## config.mk

```make
export PLATFORM = sky130hd
export DESIGN_NAME = mpu_permission_attribute_check
export DESIGN_NICKNAME = d
export VERILOG_FILES = /design/src/hw/mpu_check_pkg.sv /design/src/hw/attr_decode_if.sv /design/src/hw/mpu_permission_attribute_check.sv /design/src/hw/mem_type_decoder.sv
export SDC_FILE = /design/constraint.sdc
export NUM_CORES = 1
export LEC_CHECK = 0
export BUFFER_PORTS_ARGS = -buffer_cell sky130_fd_sc_hd__buf_4
export CAP_MARGIN = 20
export CELL_PAD_IN_SITES_DETAIL_PLACEMENT = 0
export CELL_PAD_IN_SITES_GLOBAL_PLACEMENT = 1
export CORE_AREA = 2 2 146 148
export DETAILED_ROUTE_END_ITERATION = 7
export DIE_AREA = 0 0 148 150
export PLACE_DENSITY_LB_ADDON = 0.08
export SLEW_MARGIN = 20
export SYNTH_ARGS = -nofsm -noshare
export SYNTH_HDL_FRONTEND = slang
export SYNTH_HIERARCHICAL = 1
export SYNTH_SLANG_ARGS = --single-unit
```

## constraint.sdc

```tcl
create_clock -name core_clk_in -period 2.85 [get_ports core_clk_in]
set_clock_uncertainty 0.2 [all_clocks]
set_input_delay 0.1425 -clock core_clk_in [delete_from_list [all_inputs] [get_ports core_clk_in]]
set_output_delay 0.1425 -clock core_clk_in [all_outputs]
set_load 0.005 [all_outputs]
```

## src/hw/mpu_check_pkg.sv

```systemverilog
// Constants and types of the permission and attribute check.
// Assumes region attribute words are laid out as the fields below.
//
// Function
// Access rights come from the region's attribute fields.
// Fault accesses the permission forbids at current privilege.
// Permission 000 denies all accesses.
// Permission 001: privileged read/write only.
// Permission 010: unprivileged writes fault.
// Permission 011 is full access; 100 is reserved.
// Permission 101: privileged reads only.
// Permission 110 and 111: reads only, both levels.
// Extension 000, C clear: B picks ordered or device, shareable.
// Extension 000, C set: normal write-through, S selects.
// Extension 001: CB 00 uncached, 11 write-back, else reserved.
// Extension 010: CB 00 nonshared device, else reserved.
// Extension top bit: normal, low bits outer, CB inner policy.
// Policy 00 none, 01 WB alloc, 10 WT, 11 WB no alloc.
// Shareability and cache policy are reported only.
// Software programs recommended S, C, B with extension 000.
// A violation raises a memory management fault.
// Record the fault cause in the fault status register.
// Highest-numbered enabled region wins on overlap.
// Disabled subregion with no other region faults; code passes privileged access there when background_enable_in is set.
// One fault output, same cycle as the decision.
package mpu_check_pkg;

  // ==========================================================================
  // Region attribute word layout
  localparam int ATTR_W       = 32;
  localparam int NOEXEC_BIT   = 28;
  localparam int PERM_LSB     = 24;
  localparam int MTYPE_LSB    = 19;
  localparam int S_BIT        = 18;
  localparam int C_BIT        = 17;
  localparam int B_BIT        = 16;
  localparam int EN_BIT       = 0;

  // ==========================================================================
  // Fault status register layout and reset values
  localparam int               STAT_W        = 8;
  localparam int               STAT_IACC_BIT = 0;
  localparam int               STAT_DACC_BIT = 1;
  localparam int               STAT_AVLD_BIT = 7;
  localparam logic [STAT_W-1:0] STAT_RESET   = 8'h00;
  localparam logic [31:0]       ADDR_RESET   = 32'h0000_0000;
  localparam int               REGIONS       = 8;
  localparam int               REG_IDX_W     = 3;

  // ==========================================================================
  // Permission codes
  localparam logic [2:0] PERM_NONE     = 3'h0;
  localparam logic [2:0] PERM_PRIV_RW  = 3'h1;
  localparam logic [2:0] PERM_USER_RO  = 3'h2;
  localparam logic [2:0] PERM_FULL     = 3'h3;
  localparam logic [2:0] PERM_RSVD     = 3'h4;
  localparam logic [2:0] PERM_PRIV_RO  = 3'h5;
  localparam logic [2:0] PERM_ALL_RO_A = 3'h6;
  localparam logic [2:0] PERM_ALL_RO_B = 3'h7;

  // ==========================================================================
  // Decoded attribute types
  typedef enum logic [1:0] {
    MT_STRONG,
    MT_DEVICE,
    MT_NORMAL,
    MT_RESERVED
  } mem_kind_type;

  // Order matches the two-bit policy code
  typedef enum logic [1:0] {
    POL_NONCACHE,
    POL_WB_RWA,
    POL_WT_NWA,
    POL_WB_NWA
  } cache_policy_type;

  // ==========================================================================
  // Permission table; the reserved code is treated as no access
  function automatic logic perm_allows(input logic [2:0] pm,
                                       input logic       priv,
                                       input logic       write);
    logic ok;
    ok = 1'b0;
    case (pm)
      PERM_NONE:     ok = 1'b0;
      PERM_PRIV_RW:  ok = priv;
      PERM_USER_RO:  ok = priv | ~write;
      PERM_FULL:     ok = 1'b1;
      PERM_RSVD:     ok = 1'b0;
      PERM_PRIV_RO:  ok = priv & ~write;
      PERM_ALL_RO_A: ok = ~write;
      PERM_ALL_RO_B: ok = ~write;
      default:       ok = 1'b0;
    endcase
    return ok;
  endfunction

endpackage

```

## src/hw/attr_decode_if.sv

```systemverilog
// Carrier between the check block and its memory type decoder.
// Assumes both ends run combinationally within one clock cycle.
`timescale 1ns/10ps

interface attr_decode_if;
  import mpu_check_pkg::*;

  logic [2:0]       ext;
  logic             shr;
  logic             cac;
  logic             buf_bit;
  mem_kind_type     kind;
  logic             shareable;
  cache_policy_type inner_pol;
  cache_policy_type outer_pol;

  // ==========================================================================
  // Ports
  modport decoder (
    input  ext,
    input  shr,
    input  cac,
    input  buf_bit,
    output kind,
    output shareable,
    output inner_pol,
    output outer_pol
  );

  modport user (
    output ext,
    output shr,
    output cac,
    output buf_bit,
    input  kind,
    input  shareable,
    input  inner_pol,
    input  outer_pol
  );
endinterface

```

## src/hw/mpu_permission_attribute_check.sv

```systemverilog
// Permission and attribute check of the memory protection unit.
// Assumes region address compares arrive as match and subregion bits,
// all from logic on core_clk_in.
`timescale 1ns/10ps

module mpu_permission_attribute_check #(
  parameter int NUM_REGIONS = mpu_check_pkg::REGIONS,
  parameter int IDX_W       = mpu_check_pkg::REG_IDX_W
) (
  input  wire logic                             core_clk_in,
  input  wire logic                             rstn_in,
  input  wire logic                             mpu_enable_in,
  input  wire logic                             background_enable_in,
  input  wire logic                             access_valid_in,
  input  wire logic [31:0]                      access_addr_in,
  input  wire logic                             access_write_in,
  input  wire logic                             access_fetch_in,
  input  wire logic                             access_priv_in,
  input  wire logic [NUM_REGIONS-1:0]           region_match_in,
  input  wire logic [NUM_REGIONS-1:0]           region_sub_off_in,
  input  wire logic [NUM_REGIONS-1:0][mpu_check_pkg::ATTR_W-1:0]
                                                region_attribute_size_reg_in,
  input  wire logic [mpu_check_pkg::STAT_W-1:0] status_clear_in,
  output logic                                  perm_fault_out,
  output logic                                  memmanage_req_out,
  output logic [mpu_check_pkg::STAT_W-1:0]      memmanage_fault_status_reg_out,
  output logic [31:0]                           fault_addr_out,
  output logic                                  region_hit_out,
  output logic [IDX_W-1:0]                      region_index_out,
  output mpu_check_pkg::mem_kind_type           mem_kind_out,
  output logic                                  shareable_out,
  output mpu_check_pkg::cache_policy_type       inner_cache_policy_out,
  output mpu_check_pkg::cache_policy_type       outer_cache_policy_out
);
  import mpu_check_pkg::*;

  // ==========================================================================
  // Region selection
  logic [NUM_REGIONS-1:0] covers;
  logic                   any_hit;
  logic [IDX_W-1:0]       win_idx;
  logic [ATTR_W-1:0]      win_attr;

  // A region covers only when enabled and the subregion is not switched off
  genvar gi;
  generate
    for (gi = 0; gi < NUM_REGIONS; gi++)
    begin : g_cover
      assign covers[gi] = region_attribute_size_reg_in[gi][EN_BIT]
                          & region_match_in[gi]
                          & ~region_sub_off_in[gi];
    end
  endgenerate

  // Ascending scan so the last, highest-numbered match overrides the rest
  always_comb
  begin
    any_hit  = 1'b0;
    win_idx  = '0;
    win_attr = '0;
    for (int i = 0; i < NUM_REGIONS; i++)
    begin
      if (covers[i])
      begin
        any_hit  = 1'b1;
        win_idx  = IDX_W'(i);
        win_attr = region_attribute_size_reg_in[i];
      end
    end
  end

  // ==========================================================================
  // Attribute fields of the winning region
  logic [2:0] access_permission_field;
  logic       execute_never_flag;
  logic [2:0] memory_type_extension_field;

  assign access_permission_field     = win_attr[PERM_LSB+:3];
  assign execute_never_flag          = win_attr[NOEXEC_BIT];
  assign memory_type_extension_field = win_attr[MTYPE_LSB+:3];

  // ==========================================================================
  // Memory type decode, informational only
  attr_decode_if dec_bus ();

  assign dec_bus.ext     = memory_type_extension_field;
  assign dec_bus.shr     = win_attr[S_BIT];
  assign dec_bus.cac     = win_attr[C_BIT];
  assign dec_bus.buf_bit = win_attr[B_BIT];

  mem_type_decoder u_decoder (
    .dec (dec_bus.decoder)
  );

  // ==========================================================================
  // Permission decision, purely combinational
  logic allowed;
  logic fault_now;

  // No covering region: only privileged code may use the background map
  always_comb
  begin
    allowed = 1'b1;
    if (mpu_enable_in)
    begin
      if (any_hit)
      begin
        allowed = perm_allows(access_permission_field, access_priv_in,
                              access_write_in);
        if (access_fetch_in && execute_never_flag)
        begin
          allowed = 1'b0;
        end
      end
      else
      begin
        allowed = background_enable_in & access_priv_in;
      end
    end
  end

  assign fault_now         = access_valid_in & ~allowed;
  assign perm_fault_out    = fault_now;
  assign memmanage_req_out = fault_now;

  // ==========================================================================
  // Fault status and address capture
  logic [STAT_W-1:0] stat_q;
  logic [STAT_W-1:0] stat_d;
  logic [31:0]       faddr_q;
  logic [31:0]       faddr_d;

  // Clear first, then set, so a fault in the clearing cycle survives
  always_comb
  begin
    stat_d  = stat_q & ~status_clear_in;
    faddr_d = faddr_q;
    if (fault_now)
    begin
      if (access_fetch_in)
      begin
        stat_d[STAT_IACC_BIT] = 1'b1;
      end
      else
      begin
        stat_d[STAT_DACC_BIT] = 1'b1;
        // Fetch addresses may be speculative, so none is kept
        stat_d[STAT_AVLD_BIT] = 1'b1;
        faddr_d               = access_addr_in;
      end
    end
  end

  always_ff @(posedge core_clk_in or negedge rstn_in)
  begin
    if (!rstn_in)
    begin
      stat_q  <= STAT_RESET;
      faddr_q <= ADDR_RESET;
    end
    else
    begin
      stat_q  <= stat_d;
      faddr_q <= faddr_d;
    end
  end

  assign memmanage_fault_status_reg_out = stat_q;
  assign fault_addr_out                 = faddr_q;

  // ==========================================================================
  // Registered attribute report of the last valid access
  logic             hit_q;
  logic             hit_d;
  logic [IDX_W-1:0] idx_q;
  logic [IDX_W-1:0] idx_d;
  mem_kind_type     kind_q;
  mem_kind_type     kind_d;
  logic             shr_q;
  logic             shr_d;
  cache_policy_type inner_q;
  cache_policy_type inner_d;
  cache_policy_type outer_q;
  cache_policy_type outer_d;

  // Exported for the system only; nothing here acts on them
  always_comb
  begin
    hit_d   = hit_q;
    idx_d   = idx_q;
    kind_d  = kind_q;
    shr_d   = shr_q;
    inner_d = inner_q;
    outer_d = outer_q;
    if (access_valid_in)
    begin
      hit_d   = any_hit;
      idx_d   = win_idx;
      kind_d  = dec_bus.kind;
      shr_d   = dec_bus.shareable;
      inner_d = dec_bus.inner_pol;
      outer_d = dec_bus.outer_pol;
    end
  end

  always_ff @(posedge core_clk_in or negedge rstn_in)
  begin
    if (!rstn_in)
    begin
      hit_q   <= 1'b0;
      idx_q   <= '0;
      kind_q  <= MT_STRONG;
      shr_q   <= 1'b0;
      inner_q <= POL_NONCACHE;
      outer_q <= POL_NONCACHE;
    end
    else
    begin
      hit_q   <= hit_d;
      idx_q   <= idx_d;
      kind_q  <= kind_d;
      shr_q   <= shr_d;
      inner_q <= inner_d;
      outer_q <= outer_d;
    end
  end

  assign region_hit_out         = hit_q;
  assign region_index_out       = idx_q;
  assign mem_kind_out           = kind_q;
  assign shareable_out          = shr_q;
  assign inner_cache_policy_out = inner_q;
  assign outer_cache_policy_out = outer_q;

endmodule

```

## src/hw/mem_type_decoder.sv

```systemverilog
// Decodes extension, S, C and B bits into memory kind and policies.
// Assumes the caller feeds the winning region's fields.
`timescale 1ns/10ps

module mem_type_decoder (
  attr_decode_if.decoder dec
);
  import mpu_check_pkg::*;

  // ==========================================================================
  // Memory type table; results only inform the system, nothing is cached
  always_comb
  begin
    dec.kind      = MT_RESERVED;
    dec.shareable = 1'b0;
    dec.inner_pol = POL_NONCACHE;
    dec.outer_pol = POL_NONCACHE;
    if (dec.ext[2])
    begin
      dec.kind      = MT_NORMAL;
      dec.shareable = dec.shr;
      dec.outer_pol = cache_policy_type'(dec.ext[1:0]);
      dec.inner_pol = cache_policy_type'({dec.cac, dec.buf_bit});
    end
    else
    begin
      case (dec.ext[1:0])
        2'h0:
        begin
          if (!dec.cac)
          begin
            // Shareable bit ignored for ordered and device memory
            dec.kind      = dec.buf_bit ? MT_DEVICE : MT_STRONG;
            dec.shareable = 1'b1;
          end
          else
          begin
            dec.kind      = MT_NORMAL;
            dec.shareable = dec.shr;
            dec.inner_pol = POL_WT_NWA;
            dec.outer_pol = POL_WT_NWA;
          end
        end
        2'h1:
        begin
          if (dec.cac == dec.buf_bit)
          begin
            dec.kind      = MT_NORMAL;
            dec.shareable = dec.shr;
            dec.inner_pol = dec.cac ? POL_WB_RWA : POL_NONCACHE;
            dec.outer_pol = dec.cac ? POL_WB_RWA : POL_NONCACHE;
          end
        end
        2'h2:
        begin
          if (!dec.cac && !dec.buf_bit)
          begin
            dec.kind      = MT_DEVICE;
            dec.shareable = 1'b0;
          end
        end
        default:
        begin
          dec.kind = MT_RESERVED;
        end
      endcase
    end
  end

endmodule

```

=== Word-level counts from Yosys, hierarchy flattened ===
Cells that the tools add are included.

* Memory bits (read-only): 0
* Register bits: 51
* RAM bits: 0
* Input bits: 320
* Latch bits: 0
* Memories kept: 0
* Output and inout bits: 53

* Muxes and demuxes: 48
* Shift operators: 0
* Div/mod/pow operators: 0
* Add/sub/neg operators: 0
* Eq/ne operators: 10
* $mul: 0
* Reductions and logical operators: 9
* Bitwise gates (word level): 33
* $lt $le $gt $ge: 0

{| class="wikitable"
|+ Operators by type and width
! cell !! count
|-
| 2-to-1 mux 29 bit || 8
|-
| 2-to-1 mux 1 bit || 22
|-
| bitwise AND 1 bit || 19
|-
| 2-to-1 mux 3 bit || 6
|-
| 2-to-1 mux 2 bit || 8
|-
| == test 3 bit, second input constant || 4
|-
| inverter 1 bit || 11
|-
| bitwise AND 8 bit || 1
|-
| inverter 8 bit || 1
|-
| == test 3 x 2 -> 1 bit, second input constant || 2
|-
| one-hot mux 1 bit (6 select lines) || 1
|-
| one-hot mux 2 bit (3 select lines) || 1
|-
| one-hot mux 2 bit (2 select lines) || 1
|-
| OR reduction 2 bit || 2
|-
| == test 3 x 1 -> 1 bit, second input constant || 1
|-
| zero test 3 bit || 1
|-
| == test 2 x 1 -> 1 bit, second input constant || 1
|-
| == test 2 bit, second input constant || 1
|-
| logical AND 1 bit || 2
|-
| zero test 1 bit || 2
|-
| zero test 2 bit || 1
|-
| one-hot mux 1 bit (2 select lines) || 1
|-
| AND reduction 2 bit || 1
|-
| == test 1 bit || 1
|-
| bitwise OR 1 bit || 1
|}

=== Depth between registers and ports, before layout ===
Gate-level depths: netlist of run 1.

* Depth in word-level cells: 19
* Mapped depth: 12
* Depth with buffers taken out: 11

=== By module ===
Netlist of run 1, hierarchy kept.

{| class="wikitable"
|+ Modules (own cells, without submodules)
! module !! area each (um2) !! instances !! cells an instance
|-
| mpu_permission_attribute_check || 2816.5 || 1 || 239
|-
| mem_type_decoder || 173.9 || 1 || 23
|}

=== Worst setup path after synthesis of run 1 ===
OpenSTA, ideal clock, no wires.

* Path kind: input-to-reg
* Start: input region_sub_off_in[3]
* End: register shr_q, in the netlist shareable_out
* Stages: 11
* Path slack: 0.181 ns
* Data arrival time: 2.344 ns
* Cells stage by stage: nand3b_2 nand2_1 o22ai_1 o311ai_0 o21ai_0 a21oi_1 inv_1 ha_1 nor3b_1 a221o_1 mux2_2

* Longest elaborated chain between the ends: 11
* Elaborated cells between the ends (all ways): 14
* Those cells by class: eq/ne (2); mux (9); bitwise (2); reduce/logical (1)

{| class="wikitable"
|+ Ends and longest elaborated chain
! element !! RTL line !! text
|-
| from (decl) || mpu_permission_attribute_check.sv:20 || <nowiki>input wire logic [NUM_REGIONS-1:0] region_sub_off_in,</nowiki>
|-
| inverter 1 bit (*) || mpu_permission_attribute_check.sv:51 || <nowiki>& ~region_sub_off_in[gi];</nowiki>
|-
| bitwise AND 1 bit (*) || mpu_permission_attribute_check.sv:51 ||
|-
| 2-to-1 mux 29 bit (*) (5 in series) || mpu_permission_attribute_check.sv:63 || <nowiki>if (covers[i])</nowiki>
|-
| named net win_attr[17] || mpu_permission_attribute_check.sv:42 || <nowiki>logic [ATTR_W-1:0] win_attr;</nowiki>
|-
| == test 1 bit || mem_type_decoder.sv:46 || <nowiki>if (dec.cac == dec.buf_bit)</nowiki>
|-
| 2-to-1 mux 1 bit || mem_type_decoder.sv:46 ||
|-
| one-hot mux 1 bit (2 select lines) (*) || mem_type_decoder.sv:27 || <nowiki>case (dec.ext[1:0])</nowiki>
|-
| 2-to-1 mux 1 bit (*) || mem_type_decoder.sv:18 || <nowiki>if (dec.ext[2])</nowiki>
|-
| named net dec_bus.shareable || attr_decode_if.sv:13 || <nowiki>logic shareable;</nowiki>
|-
| to (signal assigned) || mpu_permission_attribute_check.sv:222 || <nowiki>shr_q <= shr_d;</nowiki>
|-
| to (decl) || mpu_permission_attribute_check.sv:179 || <nowiki>logic shr_q;</nowiki>
|}

The timed path passes the listed nets; every way through them passes the cells marked *.
A chain may end at the register's enable or synchronous reset.

=== Worst setup path after layout of run 1 ===
* Start: input region_sub_off_in[1]
* End: output memmanage_req_out

* Longest elaborated chain between the ends: 17
* Elaborated cells between the ends (all ways): 33
* Those cells by class: eq/ne (7); mux (18); bitwise (4); reduce/logical (4)

{| class="wikitable"
|+ Ends and longest elaborated chain
! element !! RTL line !! text
|-
| inverter 1 bit (*) || mpu_permission_attribute_check.sv:51 ||
|-
| bitwise AND 1 bit (*) || mpu_permission_attribute_check.sv:51 ||
|-
| 2-to-1 mux 29 bit (7 in series) || mpu_permission_attribute_check.sv:63 ||
|-
| == test 3 bit / zero test 3 bit (equally long branches) || mpu_check_pkg.sv:85 || <nowiki>case (pm)</nowiki>
|-
| OR reduction 2 bit (no source line) || -- ||
|-
| one-hot mux 1 bit (6 select lines) || mpu_check_pkg.sv:85 ||
|-
| 2-to-1 mux 1 bit || mpu_permission_attribute_check.sv:110 || <nowiki>if (access_fetch_in && execute_never_flag)</nowiki>
|-
| 2-to-1 mux 1 bit (*) || mpu_permission_attribute_check.sv:106 || <nowiki>if (any_hit)</nowiki>
|-
| 2-to-1 mux 1 bit (*) || mpu_permission_attribute_check.sv:104 || <nowiki>if (mpu_enable_in)</nowiki>
|-
| inverter 1 bit (*) || mpu_permission_attribute_check.sv:122 || <nowiki>assign fault_now = access_valid_in & ~allowed;</nowiki>
|-
| bitwise AND 1 bit (*) || mpu_permission_attribute_check.sv:122 ||
|-
| to (decl) || mpu_permission_attribute_check.sv:25 || <nowiki>output logic memmanage_req_out,</nowiki>
|}

Mark *: on every way between the ends. The rest lies on a longest branch, timed or not.

==> results.ini, run 1 <==
[setup_path]
ff2ff_path_depth=1
r2r_start=fault_addr_out[20]
cp.arrival_ns=2.36
r2r-end=fault_addr_out[20]
crit_type=in -> out
start_kind=primary input
critPathBufInv=3
critPathMaxFanout=6
crit_slowest_cell=or4_4
cpPeakStageDelay_ns=0.54
required_ns=2.51
worst_path_most_repeated_cell=buf_4
crit_path_cell_trace=buf_4 -> and3b_4 -> nor2_2 -> buf_4 -> a221oi_1 -> o31ai_1 -> o2bb2ai_1 -> or4_4 -> and2_1 -> buf_4
rrSetupSlack_ns=1.88
crit_path_end_kind=output port
cpLargestDelayFamily=simple AND/OR/NAND/NOR gates

[floorplanning]
start_util_pct=14.5
rows=53
die_y_um=150
core_mm2=0.0207
ioPinCount=373
die_x_um=148
die_area_mm2=0.0222

[pwr]
switching_share_pct=28.1
peakVddDrop_uv=222
p_clk_share_pct=23.8
p_seq_share_pct=36.9
pwr-share-comb_pct=39.3
intPower_mw=1.96
power_density_mw_per_mm2=484
p_switching_uw=769
power_mw=2.73
leakage_nw=2.76

[cells_and_area]
antenna_cells=0
area_growth_syn_to_layout_pct=88.8
final_nets=861
drive_above_1_share_pct=56.0
final_core_util_pct=27.3
final_cell_area_mm2=0.00565

[clocking]
clockBufferDepth=2
post_cts_buffers=0
clk-insertion-delay-late_ns=0.30
tritoncts=done
htreeDepth=2
numCtsBuffers=5
root_buffer=clkbuf_16
cts_sinks=51
clk_pin_slew_ns=0.07

[min_path]
worstHoldPathCells=4
hold_end=memmanage_fault_status_reg_out[0]
hp-start=region_attribute_size_reg_in[220]
hp-class=in -> reg

[sta]
min_period_ns=2.71
worstMarginPinSlew_ns=0.716
slew_violations=0
slew_headroom_pct=52.3
setup_viol=0
tns_ns=0
timing.fmax_mhz=370
rsz0062_at_grt=no
holdWs_ns=0.157
hold_violations=0
period_share_pct=95.0

[global_route]
gr-usage-all-layers_pct=12.1
gr-total-overflow=0
grt_pass1_vias=3458
grt_pass1_wl_um=20300
antenna_found_initial=0
grt_max_degree=52

[logic_synthesis]
synth_top_cell_by_area=dfrtp_1
synth.top_cells.by_area=dfrtp_1 43%, mux2_4 14%, mux2_2 4.5%
syn_inst=262
ys_async_sr_fraction_pct=100
ys_seq_area_share_pct=42.7
synth_enable_flop_cells=0
syn_avg_cell_area_um2=11.4
synth_area_mm2=0.00299
ys.flop_type=dfrtp_1
ys_types=57
syn_nets=585
yosysTopAreaCellShare_pct=42.7
yosysWarnings=6
ys_seq_elements=51

[routing]
dr_total_vias=3256
ant_nets=0
wirelength_um=13800
route.detailed.drc=0
viasPerCell=4.00
drt-wirelength-per-cell_um=16.9
drt_iter0_markers=117
dr.pass1.iters=4

[placement]
gp_congestion=0.766
postPlaceCellArea_mm2=0.00505
dp_hpwl_um=11100
portBuffers=204

[job]
cap_violations=0

[outcome]
outcome=finished clean

[worst max-delay path by stage]
stage	start	cells after the start	slack, ns	to
6_report	region_sub_off_in[1]	10	0.14	memmanage_req_out
5_1_grt	region_sub_off_in[1]	10	0.008	memmanage_req_out
4_1_cts	region_sub_off_in[1]	10	0.09	memmanage_req_out
3_5_place_dp	region_match_in[1]	12	-0.13	shareable_out
3_3_place_gp	region_match_in[1]	12	-0.11	shareable_out
2_1_floorplan	region_sub_off_in[3]	11	0.18	shareable_out
[sequential cells by signal, summed over array words and instances, names as in the netlist]
| register | count |
|---|---|
| fault_addr_out | 32 |
| inner_cache_policy_out | 2 |
| mem_kind_out | 2 |
| memmanage_fault_status_reg_out | 8 |
| outer_cache_policy_out | 2 |
| region_hit_out | 1 |
| region_index_out | 3 |
| shareable_out | 1 |
[power groups by stage]
stage          registers [mW]  logic (mW)  clock network (mW)
2_1_floorplan            1.02       0.404                   0
3_3_place_gp             1.01        1.04                   0
3_5_place_dp             1.01        1.04                   0
4_1_cts                  1.01        1.09               0.691
5_1_grt                  1.04        1.16               0.709
6_report                 1.01        1.07               0.651
[routing by layer]
| layer | up-vias | track usage, % | routed length [µm] | share of wire [%] |
|---|---|---|---|---|
| met2 | 133 | 18.3 | 6000 | 44 |
| li1 | 1543 | - | - | - |
| met1 | 1572 | 17.0 | 6650 | 48 |
| met3 | 8 | 3.60 | 1020 | 7.4 |
| met4 | 0 | 2.29 | 94 | 0.68 |
| met5 | - | 0 | 0 | 0 |
[synth_stat cells, types with 3 or more instances]
cell type / number
mux2_2: 12
inv_1: 10
clkbuf_1: 5
a22oi_1: 5
dfrtp_1: 51
nor2b_1: 7
nand2_1: 12
a21oi_1: 11
a221oi_1: 9
o22ai_1: 6
mux2_4: 28
o21a_1: 3
buf_6: 6
o311ai_0: 5
nor2_1: 18
nand3b_1: 5
o211ai_1: 3
ha_1: 3
o21ai_0: 11
and3b_1: 4
[layout make-up]
cell class	count	area [µm²]
clock buffers	6	139
clock inverters	2	16.3
fillers	2229	15000
inverters	10	37.5
multi-input cells	188	1600
flip-flops and latches	51	1280
well taps	275	344
repair buffers	282	2240
[timing repair]
action                                  in CTS  in global routing
gates resized for setup                      0                  3
hold buffers                                43                  0
endpoints found under the setup margin       0                  3
hold endpoints to repair                    93                  0
[cell usage in the layout, fill, tap and decap left out, types with 3 or more instances in the layout]
cell type	netlist	layout
buf_4	1	238
and3b_1	4	4
mux2_2	12	12
clkbuf_16	0	5
inv_1	10	10
nand3b_1	5	5
ha_1	3	3
nor2b_1	7	7
dlygate4sd3_1	0	43
o22ai_1	6	6
a22oi_1	5	5
o211ai_1	3	3
mux2_4	28	28
a221oi_1	9	9
a21oi_1	11	11
nor2_1	18	18
nand2_1	12	12
o21a_1	3	3
o21ai_0	11	11
o311ai_0	5	4
dfrtp_1	51	51
[cells by family after synthesis]
family / after synthesis / synth area share, %
DFF: 51 / 42.7
AOI/OAI and AO/OA: 77 / 19.3
and+or+nand+nor: 67 / 13.3
muxes: 41 / 18.9
buffers and inverters: 23 / 4.56
adders and majority gates: 3 / 1.26
[per-stage QoR]
step / instances / setup slack (ns)
after floorplan: 262 / 0.181
after global placement: 763 / -0.105
after detailed placement: 763 / -0.129
after CTS: 814 / 0.0893
after global routing: 814 / 0.00772
final: 814 / 0.144
Power figures use the tool's default switching activity.
==> run 2: changes to the inputs <==
--- a/config.mk
+++ b/config.mk
@@ -9,12 +9,11 @@
 export CAP_MARGIN = 20
 export CELL_PAD_IN_SITES_DETAIL_PLACEMENT = 0
 export CELL_PAD_IN_SITES_GLOBAL_PLACEMENT = 1
-export CORE_AREA = 2 2 146 148
+export CORE_AREA = 2 2 145 147
 export DETAILED_ROUTE_END_ITERATION = 7
-export DIE_AREA = 0 0 148 150
+export DIE_AREA = 0 0 147 149
 export PLACE_DENSITY_LB_ADDON = 0.08
 export SLEW_MARGIN = 20
 export SYNTH_ARGS = -nofsm -noshare
 export SYNTH_HDL_FRONTEND = slang
-export SYNTH_HIERARCHICAL = 1
 export SYNTH_SLANG_ARGS = --single-unit
==> constraint.sdc (replaced) <==
create_clock -name core_clk_in -period 3.3 [get_ports core_clk_in]
set_clock_uncertainty 0.2 [all_clocks]
set_input_delay 0.165 -clock core_clk_in [delete_from_list [all_inputs] [get_ports core_clk_in]]
set_output_delay 0.165 -clock core_clk_in [all_outputs]
set_load 0.02 [all_outputs]
==> run 2 against run 1 <==
Effect of this change: sequential share of layout area increased by 0.69 points; non-clock buffer count decreased by 20; register-to-register slack improved by 0.06 ns; sequential power decreased by 12%; die area decreased by 1.3%; cell count decreased by 0.98%; clock-buffer cell count decreased by 1; largest power group unchanged.
==> results.ini, run 2 <==
[floorplanning]
core_mm2=0.0206
ioPinCount=373
start_util_pct=14.8
die_y_um=149
die_area_mm2=0.0219
rows=53
die_x_um=147

[routing]
routedLengthMet1_um=6140
highest_layer=met4
dr_total_vias=3186
route.detailed.drc=0
wl_met3_um=1180
viasPerCell=3.95
wirelength_um=13000
ant_nets=0
drt_iter0_markers=135
drt-wirelength-per-cell_um=16.1
dr.pass1.iters=4
met2_length_um=5570

[placement]
dp_hpwl_um=10500
place_inst=757
gp_congestion=0.757
portBuffers=204

[logic_synthesis]
syn_nets=602
synth_area_mm2=0.00303
synth_enable_flop_cells=0
ys_seq_elements=51
synth_top_cell_by_area=dfrtp_1
ys_async_sr_fraction_pct=100
synthTopCellsByCount=51 x dfrtp_1, 28 x mux2_4, 23 x a21oi_1, 19 x nand2_1, 15 x o21ai_0
yosysTopAreaCellShare_pct=42.1
ys_types=50
yosysWarnings=0
syn_inst=279
synth.most_common_cell=dfrtp_1
ys_seq_area_share_pct=42.1
syn_avg_cell_area_um2=10.9
ys.flop_type=dfrtp_1
synth.top_cells.by_area=dfrtp_1 42%, mux2_4 14%, a21oi_1 3.8%

[cells_and_area]
fillCellCount=2240
final_common_cell=buf_4
drive_above_1_share_pct=50.7
largest_reg_flops=32
finalNonFillerCells=806
final_nets=854
antenna_cells=0
area_growth_syn_to_layout_pct=80.7
layout_common_cells=219 x buf_4, 51 x dfrtp_1, 42 x dlygate4sd3_1

[global_route]
grt_pass1_vias=3426
gr-total-overflow=0
grt_pass1_wl_um=19500
gr-usage-all-layers_pct=11.5
grt_max_degree=52
antenna_found_initial=0

[outcome]
outcome=finished clean

[clocking]
clockBufferDepth=2
clk_pin_slew_ns=0.07
post_cts_resized=0
numCtsBuffers=5
htreeDepth=2
post_cts_buffers=0
cts_sinks=51
root_buffer=clkbuf_16
tritoncts=done
clk-insertion-delay-late_ns=0.29

[sta]
setup_viol=0
timing.fmax_mhz=369
rsz0062_at_grt=no
worstMarginPinSlew_ns=0.775
tns_ns=0
min_period_ns=2.71
slew_violations=0
slew_headroom_pct=48.4
period_share_pct=82.2
hold_violations=0

[setup_path]
crit_type=in -> reg
required_ns=3.28
crit_path_end_kind=register
cp.arrival_ns=2.69
critPathMaxFanout=6
start_kind=primary input

[pwr]
peakVddDrop_uv=285
leakage_nw=2.58
power_density_mw_per_mm2=481

[min_path]
hp-class=in -> reg

[job]
cap_violations=0

-- run 2: cell count changes after synthesis, moves of 4 or more --
cell and delta:
nand3_1 +4, o311ai_0 -4, mux2_2 -5, nor3_1 +4, nand2_1 +7, a21oi_1 +12
o22ai_1 -4, nor2_1 -4, o221ai_1 +4, o21ai_0 +4
-- run 2: worst paths after layout --
path	slack (ns)	start	to	depth (start not counted)
worst max-delay path	0.59	region_sub_off_in[4]	mem_kind_out[0]	11
worst min-delay path	0.04	access_valid_in	region_hit_out	2
worst max register to register	1.94	memmanage_fault_status_reg_out[0]	memmanage_fault_status_reg_out[0]	3
worst min register to register	0.29	memmanage_fault_status_reg_out[7]	memmanage_fault_status_reg_out[7]	1
max in group asynchronous	2.17	rstn_in	memmanage_fault_status_reg_out[0]	2
min in group asynchronous	0.26	rstn_in	memmanage_fault_status_reg_out[1]	2
-- run 2: routing by layer --
layer / GRT usage (%) / vias to the layer above
met1: 16.0 / 1498
met2: 17.4 / 129
met4: 1.83 / 0
li1: - / 1552
met3: 4.10 / 7
met5: 0 / -
-- run 2: logic make-up (layout without fill, tap and decap cells) --
family | after synthesis | in the layout | share of synthesized area (%)
compound gates | 84 | 84 | 19.2
simple gates | 79 | 79 | 14.6
flops | 51 | 51 | 42.1
mux | 37 | 37 | 17.1
buf+inv | 25 | 277 | 5.73
fa+ha+maj | 3 | 3 | 1.24
-- run 2: critical path: stages --
cell      delay (ns)
buf_4           0.11
nand3b_1        0.28
nor2_1          0.50
a221o_1         0.24
a311oi_1        0.05
o21ai_0         0.38
inv_1           0.09
ha_1            0.33
mux2i_1         0.13
a21boi_0        0.10
mux2_2          0.30
-- run 2: cell type report --
class	instances	area (µm²)	share of cell area, %
clock inverter	2	37.5	0.685
clock buffer	5	125	2.28
timing repair buffer	262	2080	38.0
sequential	51	1280	23.3
multi-input combinational	203	1580	28.9
inverter	8	30.0	0.548
tap	275	344	6.28
-- run 2: stage by stage --
step	hold WS, ns	instance area [µm²]	power [mW]	setup WS [ns]	utilization, %
after floorplan	-0.331	3030	1.48	0.673	-
after global placement	0.0770	4900	2.03	0.159	23.8
after detailed placement	0.0724	4900	2.03	0.207	23.8
after CTS	0.0393	5480	2.69	0.514	26.7
after global routing	0.0464	5480	2.80	0.311	26.7
final	0.0352	5480	2.64	0.587	26.7
-- run 2: report_power, final --
group / internal [mW] / switching (mW) / total (mW)
clock: 0.354 / 0.242 / 0.596
combinational: 0.630 / 0.528 / 1.16
sequential: 0.792 / 0.0927 / 0.885
total: 1.78 / 0.862 / 2.64
-- run 2: what timing repair did --
action,in CTS,in global routing
endpoints found under the setup margin,0,0
hold buffers,42,0
endpoints found under the hold margin,91,0
==> run 3: changes to the inputs <==
--- a/config.mk
+++ b/config.mk
@@ -5,13 +5,14 @@
 export SDC_FILE = /design/constraint.sdc
 export NUM_CORES = 1
 export LEC_CHECK = 0
+export ABC_AREA = 1
 export BUFFER_PORTS_ARGS = -buffer_cell sky130_fd_sc_hd__buf_4
 export CAP_MARGIN = 20
 export CELL_PAD_IN_SITES_DETAIL_PLACEMENT = 0
 export CELL_PAD_IN_SITES_GLOBAL_PLACEMENT = 1
-export CORE_AREA = 2 2 145 147
+export CORE_AREA = 2 2 146 148
 export DETAILED_ROUTE_END_ITERATION = 7
-export DIE_AREA = 0 0 147 149
+export DIE_AREA = 0 0 148 150
 export PLACE_DENSITY_LB_ADDON = 0.08
 export SLEW_MARGIN = 20
 export SYNTH_ARGS = -nofsm -noshare
==> constraint.sdc (replaced) <==
create_clock -name core_clk_in -period 2.3 [get_ports core_clk_in]
set_clock_uncertainty 0.2 [all_clocks]
set_input_delay 0.115 -clock core_clk_in [delete_from_list [all_inputs] [get_ports core_clk_in]]
set_output_delay 0.115 -clock core_clk_in [all_outputs]
set_load 0.02 [all_outputs]
==> run 3 against run 2 <==
Effect of this change: total power grew 30%; largest power group unchanged; sequential share of layout area shrank 0.96 points; non-clock buffer count grew 16; worst hold slack gained 0.074 ns; die area grew 1.4%; sequential power grew 37%; largest cell class unchanged; worst setup slack lost 0.41 ns; cell count grew 21%; area after synthesis grew 0.74%; routed wire length grew 3.3%.
==> results.ini, run 3 <==
[floorplanning]
die_area_mm2=0.0222
die_y_um=150
start_util_pct=14.8
core_mm2=0.0207
ioPinCount=373
die_x_um=148
rows=53

[sta]
min_period_ns=2.12
period_share_pct=92.3
tns_ns=0
hold_violations=0
setup_viol=0
slew_violations=0
rsz0062_at_grt=no
slew_headroom_pct=54.2
timing.fmax_mhz=471
worstMarginPinSlew_ns=0.687

[pwr]
p_clk_share_pct=22.0
p_switching_mw=1.24
intPower_mw=2.19
pwr-share-comb_pct=42.8
power_density_mw_per_mm2=600
switching_share_pct=36.1
leakage_nw=2.98
p_seq_share_pct=35.2
peakVddDrop_uv=342

[routing]
drt_iter0_markers=78
viasPerCell=3.88
dr_total_vias=3782
drt-wirelength-per-cell_um=13.8
dr.pass1.iters=4
wirelength_um=13400
route.detailed.drc=0
ant_nets=0

[min_path]
worstHoldPathCells=5
hold_end=region_index_out[0]
hp-class=in -> reg
hp-start=region_attribute_size_reg_in[224]

[global_route]
gr-total-overflow=0
grt_pass1_wl_um=20700
antenna_found_initial=0
grt_max_degree=52
gr-usage-all-layers_pct=11.8
grt_pass1_vias=3884

[clocking]
tritoncts=done
cts_sinks=51
htreeDepth=2
clk_pin_slew_ns=0.07
clk-insertion-delay-late_ns=0.29
root_buffer=clkbuf_16
numCtsBuffers=5
clockBufferDepth=2

[logic_synthesis]
synth_enable_flop_cells=0
syn_nets=755
ys.flop_type=dfrtp_1
syn_inst=432
synth_top_cell_by_area=dfrtp_1
yosysWarnings=0
synth.top_cells.by_area=dfrtp_1 42%, nand2_1 19%, nand4_1 7.2%
ys_seq_area_share_pct=41.8
syn_avg_cell_area_um2=7.07
synthTopCellsByCount=156 x nand2_1, 51 x dfrtp_1, 46 x nor2_1, 35 x nand4_1, 32 x nand3_1
ys_async_sr_fraction_pct=100
synth.most_common_cell=nand2_1
yosysTopAreaCellShare_pct=41.8
ys_seq_elements=51
synth_area_mm2=0.00306
ys_types=35

[placement]
gp_congestion=0.801
dp_hpwl_um=10900
place_inst=920
portBuffers=204

[cells_and_area]
final_nets=1021
final_common_cell=buf_4
antenna_cells=0
area_growth_syn_to_layout_pct=87.1
largest_reg_flops=32
layout_common_cells=232 x buf_4, 154 x nand2_1, 51 x dfrtp_1
fillCellCount=2311
drive_above_1_share_pct=37.2
finalNonFillerCells=974

[job]
cap_violations=0

[setup_path]
crit_type=in -> out
required_ns=1.99
start_kind=primary input
cp.arrival_ns=1.81
crit_path_end_kind=output port
rrSetupSlack_ns=1.46
critPathMaxFanout=6
r2r_start=region_index_out[2]
ff2ff_path_depth=2
r2r-end=region_index_out[2]

[outcome]
outcome=finished clean

-- run 3: worst max path at each step --
stage | cells past startpoint | endpoint | startpoint | slack [ns]
after floorplan | 18 | shareable_out | region_sub_off_in[1] | 0.40
after global placement | 18 | perm_fault_out | region_attribute_size_reg_in[160] | 0.03
after detailed placement | 18 | memmanage_req_out | region_attribute_size_reg_in[160] | 0.04
after CTS | 18 | memmanage_req_out | region_attribute_size_reg_in[160] | 0.02
after global routing | 20 | perm_fault_out | region_match_in[5] | 0.006
final | 20 | perm_fault_out | region_match_in[5] | 0.18
-- run 3: power groups by stage --
stage	Combinational (mW)	Clock (mW)	Sequential (mW)
5_1_grt	1.61	0.816	1.23
3_5_place_dp	1.42	0	1.23
4_1_cts	1.48	0.785	1.21
3_3_place_gp	1.41	0	1.22
6_report	1.47	0.755	1.21
2_1_floorplan	0.401	0	1.46
-- run 3: metal layers --
layer | GRT usage, % | wire length, µm
met1 | 15.3 | 5980
met2 | 18.5 | 5790
met3 | 5.03 | 1550
met4 | 2.43 | 109
met5 | 0 | 0
-- run 3: kinds of logic (layout without fill, tap and decap cells) --
logic type      after synthesis  in the layout  synth area share [%]
compound gates               44             44                  8.80
fa+ha+maj                     3              3                  1.23
buf+inv                      53            320                  7.74
flops                        51             51                  41.8
simple gates                281            281                  40.5
-- run 3: worst max-delay path: stages --
cell and delay [ns]:
buf_4 0.08, nand2_1 0.07, nor2_4 0.18, clkinv_4 0.11, nand2_4 0.11, inv_4 0.05
nand2_1 0.05, nand2_1 0.07, nor2_2 0.08, nand2_1 0.08, nand2_1 0.08, nand2_1 0.05
nand2_1 0.06, nand3_2 0.06, nand2_2 0.09, nand2_4 0.06, buf_12 0.13, nand2_2 0.06
inv_1 0.06, buf_4 0.15
-- run 3: layout make-up --
| class | count | area (µm²) | share of cell area [%] |
|---|---|---|---|
| inverters | 34 | 135 | 2.36 |
| clock inverters | 3 | 20.0 | 0.350 |
| repair buffers | 278 | 2240 | 39.2 |
| well taps | 275 | 344 | 6.02 |
| clock buffers | 5 | 125 | 2.19 |
| multi-input cells | 328 | 1570 | 27.5 |
| flip-flops and latches | 51 | 1280 | 22.3 |
-- run 3: stage by stage --
stage               utilization, %  instance area [µm²]  worst slack [ns]  hold WS (ns)  power (mW)
finish                        27.6                 5720             0.178         0.109        3.43
global route                  27.6                 5720           0.00577         0.136        3.66
detailed placement            24.6                 5080            0.0358        0.0203        2.64
global placement              24.6                 5080            0.0293        0.0181        2.63
floorplan                        -                 3060             0.398        -0.381        1.87
CTS                           27.3                 5650            0.0246         0.101        3.47
-- run 3: repair_timing --
action | CTS | global route
setup endpoints to repair | 0 | 2
hold buffers | 42 | 0
setup buffers | 0 | 4
gates resized for setup | 0 | 12
hold endpoints to repair | 101 | 0
